### src/hdl/modem_rx_map.svh
// constants: timing, rates, stream layout and reset values
`ifndef MODEM_RX_MAP_SVH
`define MODEM_RX_MAP_SVH

// ----------------------------------------------------------------
// clock and timing
// ----------------------------------------------------------------
`define CLK_HZ        125000000
`define T_ON_MS       105
`define T_OFF_PSK_MS  10
`define T_OFF_FSK_MS  25
`define MS_CYC(ms)    ((ms) * (`CLK_HZ / 1000))
`define CD_CNT_W      24

// ----------------------------------------------------------------
// bit clock rates in hertz
// ----------------------------------------------------------------
`define F_UART_HI     19200
`define F_UART_MID    9600
`define F_UART_FSK    4800
`define F_SYNC_HI     1200
`define F_SYNC_LO     600
`define NCO_INC(f)    32'((64'(f) << 32) / 64'(`CLK_HZ))

// ----------------------------------------------------------------
// descrambler and converter
// ----------------------------------------------------------------
`define DSC_LEN       17
`define DSC_TAP_A     13
`define DSC_TAP_B     16
`define UNLOCK_ONES   7'd64
`define DATA_BITS_MIN 4'd6

// ----------------------------------------------------------------
// reset values
// ----------------------------------------------------------------
`define CD_N_RST      1'b1
`define CLK_OUT_RST   1'b1
`define TXD_IDLE      1'b1

`endif

### src/hdl/modem_rx_pkg.sv
// types shared by the receive control block
package modem_rx_pkg;

  // ----------------------------------------------------------------
  // mode straps from the controller
  // ----------------------------------------------------------------
  typedef struct packed {
    logic       sync_mode;   // 1 synchronous, 0 asynchronous
    logic       bell;        // 1 bell family, 0 ccitt
    logic       bit_rate_select;
    logic       originate;   // 1 originate, 0 answer
    logic       aloop;       // analog loop selected
    logic       dloop;       // digital loop selected
    logic       rts;         // request to send
    logic [1:0] len_sel;     // character length 8..11 bits
  } mode_s;

  // ----------------------------------------------------------------
  // state machines
  // ----------------------------------------------------------------
  typedef enum logic [1:0] {
    CD_OFF   = 2'b00,
    CD_QUAL  = 2'b01,
    CD_ON    = 2'b10,
    CD_DROP  = 2'b11
  } cd_state_e;

  typedef enum logic [1:0] {
    C_HUNT   = 2'b00,
    C_DATA   = 2'b01,
    C_STOP   = 2'b10,
    C_BREAK  = 2'b11
  } conv_state_e;

endpackage

### src/hdl/modem_rx_ctrl.sv
// receive control: descrambler, converter, carrier detect, clocks
// How it works
// [RL1] dpsk demodulated bits pass a descrambler before the terminal data, fsk bits bypass it
// [RL2] ccitt mode: 64 ones at input invert next bit before descrambling
// [RL3] async mode: buffer characters, reinsert deleted stop bits
// [RL4] break characters are forwarded unchanged
// [RL5] carrier detect is low while valid carrier is present
// [RL6] carrier must stand 105 to 205 ms before detect goes low
// [RL7] loss: 10 to 24 ms dpsk, 25 to 75 ms fsk before release
// [RL8] analog loop puts receiver on the transmit channel
// [RL9] outside circuit loops transmit carrier to receive input
// [RL10] digital loop: rx data, rx clock, detect onto tx side
// [RL11] sync mode bit clocks act as circuits 114, 113, 115
// [RL12] async: tx clock held high, rx clock is uart baud clock
// [RL13] sync: 1200 or 600 hz clocks; fsk: tx high, rx 4.8 khz
// [RL14] buffered master oscillator copy on a clock output
// [RL15] line monitor: filter clock from terminal transmit clock
// [RL16] line monitor: fast envelope style carrier detect
// [RL17] line monitor: filter centre scales with monitor clock
// [RL18] outside party derives monitor clock from master clock
// [RL19] loop reset on detect release, fsk/dpsk swap, channel swap
// [RL20] firmware triggers a loop reset before dpsk carrier
// [RL21] originate receives high channel, answer receives low
// [RL22] detect starts inactive high with timers cleared
`include "modem_rx_map.svh"
module modem_rx_ctrl #(
  parameter int unsigned ON_CYC      = `MS_CYC(`T_ON_MS),
  parameter int unsigned OFF_PSK_CYC = `MS_CYC(`T_OFF_PSK_MS),
  parameter int unsigned OFF_FSK_CYC = `MS_CYC(`T_OFF_FSK_MS)
) (
  input  wire logic                 CLK,
  input  wire logic                 RSTN,
  input  wire logic                 CE,
  input  wire modem_rx_pkg::mode_s  MODE,
  input  wire logic                 OSC_IN,
  input  wire logic                 CARRIER_IN,
  input  wire logic                 TERMINAL_TRANSMIT_CLOCK_IN,
  input  wire logic                 TXD_IN,
  input  wire logic                 DEMOD_BIT,
  input  wire logic                 DEMOD_VALID,
  output logic                      DEMOD_READY,
  output logic                      RXD_DATA,
  output logic                      RXD_VALID,
  input  wire logic                 RXD_READY,
  output logic                      CARRIER_DETECT_OUT_N,
  output logic                      TRANSMIT_BIT_CLOCK_OUT,
  output logic                      RECEIVE_BIT_CLOCK_OUT,
  output logic                      MASTER_CLOCK_OUT,
  output logic                      FILTER_CLK_OUT,
  output logic                      RX_HIGH_CHANNEL,
  output logic                      CARRIER_RECOVERY_LOOP_RESET,
  output logic                      LOOP_TXD,
  output logic                      LOOP_TX_CLK,
  output logic                      LOOP_RTS
);

  // ----------------------------------------------------------------
  // pin synchronisers
  // ----------------------------------------------------------------
  localparam int PW = $bits(modem_rx_pkg::mode_s) + 4;
  // transmit data resets to mark so loop data stays idle after reset
  localparam logic [PW-1:0] PIN_RST = {{(PW-1){1'b0}}, `TXD_IDLE};
  logic [PW-1:0] pin_v;
  logic [PW-1:0] s1_ff;
  logic [PW-1:0] s2_ff;
  assign pin_v = {MODE, OSC_IN, CARRIER_IN,
                  TERMINAL_TRANSMIT_CLOCK_IN, TXD_IN};

  // two flops per pin, first stage read only by the second
  for (genvar g = 0; g < PW; g++) begin : g_sync
    always_ff @(posedge CLK or negedge RSTN) begin
      if (!RSTN) begin
        s1_ff[g] <= PIN_RST[g];
        s2_ff[g] <= PIN_RST[g];
      end else if (CE) begin
        s1_ff[g] <= pin_v[g];
        s2_ff[g] <= s1_ff[g];
      end
    end
  end

  modem_rx_pkg::mode_s md;
  logic                osc_s;
  logic                car_s;
  logic                tclk_s;
  logic                txd_s;
  assign md     = modem_rx_pkg::mode_s'(s2_ff[PW-1:4]);
  assign osc_s  = s2_ff[3];
  assign car_s  = s2_ff[2];
  assign tclk_s = s2_ff[1];
  assign txd_s  = s2_ff[0];

  // mode decode
  logic fsk;
  logic lm;
  logic conv_on;
  assign fsk     = md.bell & md.bit_rate_select;
  assign lm      = ~md.sync_mode & md.rts;
  assign conv_on = ~md.sync_mode & ~fsk;

  // ----------------------------------------------------------------
  // descrambler with unlock detection
  // ----------------------------------------------------------------
  logic [`DSC_LEN-1:0] sr_ff;
  logic [6:0]          ones_ff;
  logic                pend_ff;
  logic                fifo_rdy;
  logic                acc;
  logic                hit;
  logic                eff_in;
  logic                dsc_bit;

  assign DEMOD_READY = CE & fifo_rdy & ~pend_ff;
  assign acc     = DEMOD_VALID & DEMOD_READY;
  assign hit     = ~md.bell & ~fsk & (ones_ff == `UNLOCK_ONES); // RL2
  assign eff_in  = DEMOD_BIT ^ hit; // RL2
  assign dsc_bit = fsk ? DEMOD_BIT
                 : eff_in ^ sr_ff[`DSC_TAP_A] ^ sr_ff[`DSC_TAP_B]; // RL1

  // shift line bits and count runs of ones
  always_ff @(posedge CLK or negedge RSTN) begin
    if (!RSTN) begin
      sr_ff   <= '0;
      ones_ff <= 7'h00;
    end else if (CE && acc && !fsk) begin
      sr_ff   <= {sr_ff[`DSC_LEN-2:0], eff_in};
      ones_ff <= (DEMOD_BIT && !hit) ? ones_ff + 7'h01 : 7'h00;
    end
  end

  // ----------------------------------------------------------------
  // asynchronous character converter
  // ----------------------------------------------------------------
  modem_rx_pkg::conv_state_e cst_ff;
  modem_rx_pkg::conv_state_e nxt_cst;
  logic [3:0] bcnt_ff;
  logic [3:0] nxt_bcnt;
  logic       zero_ff;
  logic       nxt_zero;
  logic       nxt_pend;
  logic       ins;
  logic       push;
  logic       push_bit;
  logic [3:0] ndata;

  assign ndata    = `DATA_BITS_MIN + {2'b00, md.len_sel};
  assign ins      = conv_on & acc & (cst_ff == modem_rx_pkg::C_STOP)
                  & ~dsc_bit & ~zero_ff; // RL3
  assign push     = acc | (pend_ff & fifo_rdy & CE);
  assign push_bit = pend_ff ? 1'b0 : (ins | dsc_bit); // RL3

  // character framing: stop check, break pass, stop reinsertion
  always_comb begin
    nxt_cst  = cst_ff;
    nxt_bcnt = bcnt_ff;
    nxt_zero = zero_ff;
    nxt_pend = pend_ff & ~fifo_rdy;
    if (!conv_on) begin
      nxt_cst = modem_rx_pkg::C_HUNT;
    end else if (acc) begin
      unique case (cst_ff)
        modem_rx_pkg::C_HUNT: begin
          nxt_bcnt = 4'h0;
          nxt_zero = 1'b1;
          if (!dsc_bit) nxt_cst = modem_rx_pkg::C_DATA;
        end
        modem_rx_pkg::C_DATA: begin
          nxt_zero = zero_ff & ~dsc_bit;
          nxt_bcnt = bcnt_ff + 4'h1;
          if (bcnt_ff == ndata - 4'h1) nxt_cst = modem_rx_pkg::C_STOP;
        end
        modem_rx_pkg::C_STOP: begin
          if (dsc_bit) begin
            nxt_cst = modem_rx_pkg::C_HUNT;
          end else if (zero_ff) begin
            nxt_cst = modem_rx_pkg::C_BREAK; // RL4
          end else begin
            nxt_cst  = modem_rx_pkg::C_DATA; // RL3
            nxt_bcnt = 4'h0;
            nxt_zero = 1'b1;
            nxt_pend = 1'b1;
          end
        end
        modem_rx_pkg::C_BREAK: begin
          if (dsc_bit) nxt_cst = modem_rx_pkg::C_HUNT; // RL4
        end
      endcase
    end
  end

  // converter registers
  always_ff @(posedge CLK or negedge RSTN) begin
    if (!RSTN) begin
      cst_ff  <= modem_rx_pkg::C_HUNT;
      bcnt_ff <= 4'h0;
      zero_ff <= 1'b0;
      pend_ff <= 1'b0;
    end else if (CE) begin
      cst_ff  <= nxt_cst;
      bcnt_ff <= nxt_bcnt;
      zero_ff <= nxt_zero;
      pend_ff <= nxt_pend;
    end
  end

  // ----------------------------------------------------------------
  // two-entry receive buffer
  // ----------------------------------------------------------------
  logic [1:0] mem_ff;
  logic       wp_ff;
  logic       rp_ff;
  logic [1:0] cnt_ff;
  logic       pop;
  assign fifo_rdy  = (cnt_ff != 2'd2);
  assign RXD_VALID = CE & (cnt_ff != 2'd0);
  assign RXD_DATA  = mem_ff[rp_ff];
  assign pop       = RXD_VALID & RXD_READY;

  // buffer pointers and storage
  always_ff @(posedge CLK or negedge RSTN) begin
    if (!RSTN) begin
      mem_ff <= 2'b00;
      wp_ff  <= 1'b0;
      rp_ff  <= 1'b0;
      cnt_ff <= 2'd0;
    end else if (CE) begin
      if (push) mem_ff[wp_ff] <= push_bit;
      if (push) wp_ff <= ~wp_ff;
      if (pop) rp_ff <= ~rp_ff;
      cnt_ff <= cnt_ff + {1'b0, push} - {1'b0, pop};
    end
  end

  // ----------------------------------------------------------------
  // carrier detect qualification
  // ----------------------------------------------------------------
  modem_rx_pkg::cd_state_e cd_ff;
  modem_rx_pkg::cd_state_e nxt_cd;
  logic [`CD_CNT_W-1:0] tmr_ff;
  logic [`CD_CNT_W-1:0] nxt_tmr;
  logic [`CD_CNT_W-1:0] on_lim;
  logic [`CD_CNT_W-1:0] off_lim;
  logic                 cd_n_ff;
  logic                 nxt_cd_n;
  assign on_lim  = `CD_CNT_W'(ON_CYC - 1);
  assign off_lim = fsk ? `CD_CNT_W'(OFF_FSK_CYC - 1)
                       : `CD_CNT_W'(OFF_PSK_CYC - 1); // RL7

  // qualify rise and fall; monitor mode skips the timers
  always_comb begin
    nxt_cd  = cd_ff;
    nxt_tmr = tmr_ff + `CD_CNT_W'(1);
    unique case (cd_ff)
      modem_rx_pkg::CD_OFF: begin
        nxt_tmr = '0;
        if (car_s) nxt_cd = lm ? modem_rx_pkg::CD_ON
                               : modem_rx_pkg::CD_QUAL; // RL16
      end
      modem_rx_pkg::CD_QUAL: begin
        if (!car_s) nxt_cd = modem_rx_pkg::CD_OFF;
        else if (lm || tmr_ff == on_lim) nxt_cd = modem_rx_pkg::CD_ON; // RL6
      end
      modem_rx_pkg::CD_ON: begin
        nxt_tmr = '0;
        if (!car_s) nxt_cd = lm ? modem_rx_pkg::CD_OFF
                                : modem_rx_pkg::CD_DROP; // RL16
      end
      modem_rx_pkg::CD_DROP: begin
        if (car_s) nxt_cd = modem_rx_pkg::CD_ON;
        else if (lm || tmr_ff == off_lim) nxt_cd = modem_rx_pkg::CD_OFF; // RL7
      end
    endcase
  end
  assign nxt_cd_n = ~nxt_cd[1]; // RL5

  // detector registers, inactive after reset
  always_ff @(posedge CLK or negedge RSTN) begin
    if (!RSTN) begin
      cd_ff   <= modem_rx_pkg::CD_OFF; // RL22
      tmr_ff  <= '0;
      cd_n_ff <= `CD_N_RST; // RL22
    end else if (CE) begin
      cd_ff   <= nxt_cd;
      tmr_ff  <= nxt_tmr;
      cd_n_ff <= nxt_cd_n; // RL5
    end
  end
  assign CARRIER_DETECT_OUT_N = cd_n_ff;

  // ----------------------------------------------------------------
  // bit clock generation
  // ----------------------------------------------------------------
  function automatic logic [31:0] rate_inc(modem_rx_pkg::mode_s m);
    logic f;
    f = m.bell & m.bit_rate_select;
    if (f) rate_inc = `NCO_INC(`F_UART_FSK); // RL13
    else if (!m.sync_mode)
      rate_inc = m.bit_rate_select ? `NCO_INC(`F_UART_MID)
                                   : `NCO_INC(`F_UART_HI); // RL12
    else
      rate_inc = m.bit_rate_select ? `NCO_INC(`F_SYNC_LO)
                                   : `NCO_INC(`F_SYNC_HI); // RL13
  endfunction

  logic [31:0] nco_ff;
  logic        chan_nxt;
  logic        evt;
  logic        fsk_ff;
  assign chan_nxt = md.originate ^ md.aloop; // RL8
  assign evt = (nxt_cd_n & ~cd_n_ff) | (fsk != fsk_ff)
             | (chan_nxt != RX_HIGH_CHANNEL); // RL19

  // clocks, routing and loop reset outputs
  always_ff @(posedge CLK or negedge RSTN) begin
    if (!RSTN) begin
      nco_ff                      <= 32'h0000_0000;
      TRANSMIT_BIT_CLOCK_OUT      <= `CLK_OUT_RST;
      RECEIVE_BIT_CLOCK_OUT       <= `CLK_OUT_RST;
      MASTER_CLOCK_OUT            <= 1'b0;
      FILTER_CLK_OUT              <= 1'b0;
      RX_HIGH_CHANNEL             <= 1'b0;
      fsk_ff                      <= 1'b0;
      CARRIER_RECOVERY_LOOP_RESET <= 1'b0;
      LOOP_TXD                    <= 1'b1;
      LOOP_TX_CLK                 <= 1'b0;
      LOOP_RTS                    <= 1'b0;
    end else if (CE) begin
      nco_ff <= nco_ff + rate_inc(md);
      TRANSMIT_BIT_CLOCK_OUT <= (md.sync_mode && !fsk)
                              ? nco_ff[31] : 1'b1; // RL11 RL12 RL13
      RECEIVE_BIT_CLOCK_OUT  <= nco_ff[31]; // RL11
      MASTER_CLOCK_OUT <= osc_s; // RL14
      FILTER_CLK_OUT   <= lm ? tclk_s : osc_s; // RL15 RL17
      RX_HIGH_CHANNEL  <= chan_nxt; // RL21
      fsk_ff <= fsk;
      CARRIER_RECOVERY_LOOP_RESET <= evt; // RL19
      LOOP_TXD    <= md.dloop ? RXD_DATA : txd_s; // RL10
      LOOP_TX_CLK <= md.dloop ? RECEIVE_BIT_CLOCK_OUT : tclk_s; // RL10
      LOOP_RTS    <= md.dloop ? ~cd_n_ff : md.rts; // RL10
    end
  end
endmodule

### config.mk
export PLATFORM = sky130hd
export DESIGN_NAME = modem_rx_ctrl
export DESIGN_NICKNAME = d
export VERILOG_FILES = /design/src/hdl/modem_rx_pkg.sv /design/src/hdl/modem_rx_ctrl.sv
export VERILOG_INCLUDE_DIRS = /design/src /design/src/hdl
export SDC_FILE = /design/constraint.sdc
export NUM_CORES = 1
export LEC_CHECK = 0
export ABC_CLOCK_PERIOD_IN_PS = 2890
export BUFFER_PORTS_ARGS = -buffer_cell sky130_fd_sc_hd__clkbuf_2
export CORE_MARGIN = 2
export CORE_UTILIZATION = 35
export CTS_CLUSTER_SIZE = 25
export DETAILED_ROUTE_END_ITERATION = 16
export PLACE_DENSITY = 0.61
export REMOVE_ABC_BUFFERS = 1
export SLEW_MARGIN = 20
export SYNTH_ARGS = -nofsm -noshare
export SYNTH_HDL_FRONTEND = slang
export SYNTH_SLANG_ARGS = --single-unit
### constraint.sdc
create_clock -name CLK -period 2.89 [get_ports CLK]
set_clock_uncertainty 0.2 [all_clocks]
set_input_delay 0.578 -clock CLK [delete_from_list [all_inputs] [get_ports CLK]]
set_output_delay 0.578 -clock CLK [all_outputs]
set_load 0.005 [all_outputs]
==> metrics <==
Hold Vio Cnt, Final 0; post-synth cell types 70; Crit. End Element flip-flop; IO buf count 31; most frequent cell after synthesis dfrtp_1; complex-gate fraction of the synthesized area 0.132; slew margin rel. 0.630; Power Total 8.11 mW; Final Non-Filler Cells 1,107; Root Driver clkbuf_16; antenna violations before repair 0; post-route core utilization 0.446; XOR/XNOR Fraction of Synth Area 0.0595; maxcap violations 0; most frequent CP cell ha_4; post-route clock period utilization 0.994; synth warn 0; met2 Usage GRT 0.246; DRC viols 0; Clock Sinks about 130; Setup WS pre-CTS -0.110 ns; Cell Rows 52; Max rail drop VDD slightly below 0.5 mV; first-pass GRT wire length ~26,000 µm; Placed Cells incl. Taps between 1,000 and 1,500; Die Span X between 100 and 150 µm; #FFs+latches synth between 100 and 150; vias 5,557; Post-DRT Antenna Nets 0; vias in the first global route 5,472; Die Ht 148 µm; Initial DRT Pass Iterations 6; DRT Wirelength 16,000 µm; Worst path max stage delay 0.46 ns; Tmin final 2.87 ns; Mapped Cells between 700 and 800; top cell type's share of synthesized area 0.441; WS Path Type reg2reg; largest net degree at the start of global routing 54; largest family of logic cells by synthesized area simple AND/OR/NAND/NOR gates; TritonCTS Buffers 17; gpl congestion 0.817; wire length per cell roughly 14 µm; mux contribution to synthesized area 0.0772; GRT overflow 0; Hold Path Class in2reg; status finished clean; Area Growth Syn to Fin 25.2%; leakage ~4.0 nW; biggest area consumer among synthesized cells dfrtp_1; Core ar. 20,200 µm²; Max Slew Vio Count 0; Fin Setup TNS 0 ns; H-tree levels 4; Synth Area in Simple Gates 0.186; number of diodes 0; CP Cell Sequence buf_6 -> ha_4 -> nand2_4 -> inv_4 -> ha_4 -> nand4_1 -> a211oi_2 -> a41oi_2 -> a31o_4 -> a21boi_2 -> mux2_4 -> a221o_1; Critical Path Fanout Max 5; Via density around 5; Initial Util 0.356; Synth top cells by count dfrtp_1, nand2_1, nor2_1, mux2_2, a21oi_1; Critical-path top delay cell dfrtp_2; worst skew pair latency 0.43 ns; nets 877; synth top area cells dfrtp_1, mux2_2, nand2_1, ha_1, xnor2_1; DR iter-0 viols 292; Power Dens Cells around 900 nW/µm²; Syn Area/Cell 9.87 µm²; register clock-pin slew on the reported worst setup and hold paths around 0.060 ns; HPWL after DPL approximately 11,000 µm; met3 usage 0.0340; Synth Area in Adders 0.0583; Top FF cell, synth dfrtp_1; Post-synth EDFFs 0; CP Launch Type flip-flop; global route hottest layer met2; worst endpoint required time 2.99 ns; met1 usage 0.196; CTS tree done; layout cell share with drive strength beyond 1 0.293; Worst EP arrival 2.97 ns; fraction of registers with async set/reset 1.00; maximum clock path buffer count 2; maximum clock rate 348 MHz; Tot GR Track Use 0.149; Setup-failing EPs final 0; Post-Synthesis Cell Area 7210 µm²; sequential cell area fraction in the yosys report 0.463; I/O pin count 32; final worst setup slack 0.0187 ns; RSZ-0062 raised after global routing yes; die area 21,800 µm²; Worst-Margin Slew 0.554 ns
-- per-layer routing --
| metal | part of all wire | routed length, µm |
|---|---|---|
| met1 | 0.48 | 7590 |
| met2 | 0.48 | 7680 |
| met3 | 0.029 | 463 |
| met4 | 0.013 | 215 |
| met5 | 0 | 0 |
-- flip-flops by register name, indices dropped and copies added (netlist names), 2 cells and up --
| name | count |
|---|---|
| bcnt_ff | 4 |
| sr_ff | 17 |
| cst_ff | 2 |
| s1_ff | 13 |
| cd_ff | 2 |
| mem_ff | 2 |
| md | 9 |
| ones_ff | 7 |
| cnt_ff | 2 |
| tmr_ff | 24 |
| nco_ff | 32 |
-- area by class of cell --
cell class / count / area (µm²)
inverter: 22 / 87.6
clock inverter: 14 / 151
tap: 270 / 338
multi-input combinational: 553 / 3990
sequential: 133 / 3340
clock buffer: 17 / 425
timing repair buffer: 98 / 702
fill: 1901 / 11200
-- power breakdown --
group          leakage [nW]  total [mW]  switching (mW)  internal [mW]
clock                 0.280        2.13           0.858           1.27
combinational          2.01        3.27            1.61           1.66
sequential             1.68        2.71           0.397           2.31
-- cells in the final DEF (no fill, tap or decap), types with 4 or more instances in the layout --
cell	instances
ha_4	10
xnor2_1	27
buf_4	63
nor4b_1	5
a21oi_2	8
clkbuf_16	17
a21o_1	9
inv_6	4
o31ai_1	10
ha_1	19
a21oi_1	30
nand4_1	12
inv_1	17
or3_1	5
o22ai_1	4
nand3_2	5
o21ai_0	35
xor2_1	22
dfrtp_1	126
and2_1	4
mux2i_1	5
mux2_2	44
dfstp_2	6
nor4_1	4
clkbuf_2	29
nand2b_1	5
nand3_1	18
nor3_1	8
o21a_1	4
nand2_1	117
nor2_1	54
and3_1	7
nor2b_1	4
-- timing repair --
item,CTS,global route
buffers inserted,3,3
hold buffers,1,0
hold endpoints to repair,50,0
endpoints found under the setup margin,15,21
resized for setup,15,49
pin swaps,6,25
-- path summary, 6_finish.rpt --
kind / end / start / slack, ns / depth (start not counted)
hold reg to reg: sr_ff[10] / sr_ff[9] / 0.27 / 2
setup / recovery: nco_ff[19] / md[6] / 0.02 / 12
min in group asynchronous: nco_ff[17] / RSTN / 0.49 / 2
hold / removal: s1_ff[4] / MODE[0] / 0.18 / 2
max in group asynchronous: md[6] / RSTN / 1.36 / 3
setup reg to reg: nco_ff[19] / md[6] / 0.02 / 12
-- metrics by stage --
step           cell area [µm²]  hold WS (ns)
2_1_floorplan             7120        0.0824
3_5_place_dp              8100         0.256
5_1_grt                   9030         0.177
6_report                  9030         0.180
4_1_cts                   8760         0.169
3_3_place_gp              8100         0.248
-- cell families (layout without fill, tap and decap cells) --
logic type | Yosys count | count (layout)
and+or+nand+nor | 280 | 280
AOI/OAI and AO/OA | 141 | 141
DFF | 133 | 133
muxes | 50 | 50
xor gates and xnor gates | 49 | 49
buffers and inverters | 44 | 151
adders and majority gates | 33 | 33
-- worst max-delay path, delay by kind of cell (launching register included) --
family | cells | cell delay, ns
buffers and inverters | 2 | 0.18
flip-flops | 1 | 0.46
adder cells (fa/ha/maj) | 2 | 0.41
AND/OR/NAND/NOR | 2 | 0.22
multiplexers | 1 | 0.31
AO/OA/AOI/OAI | 5 | 0.98
Power figures use the tool's default switching activity.
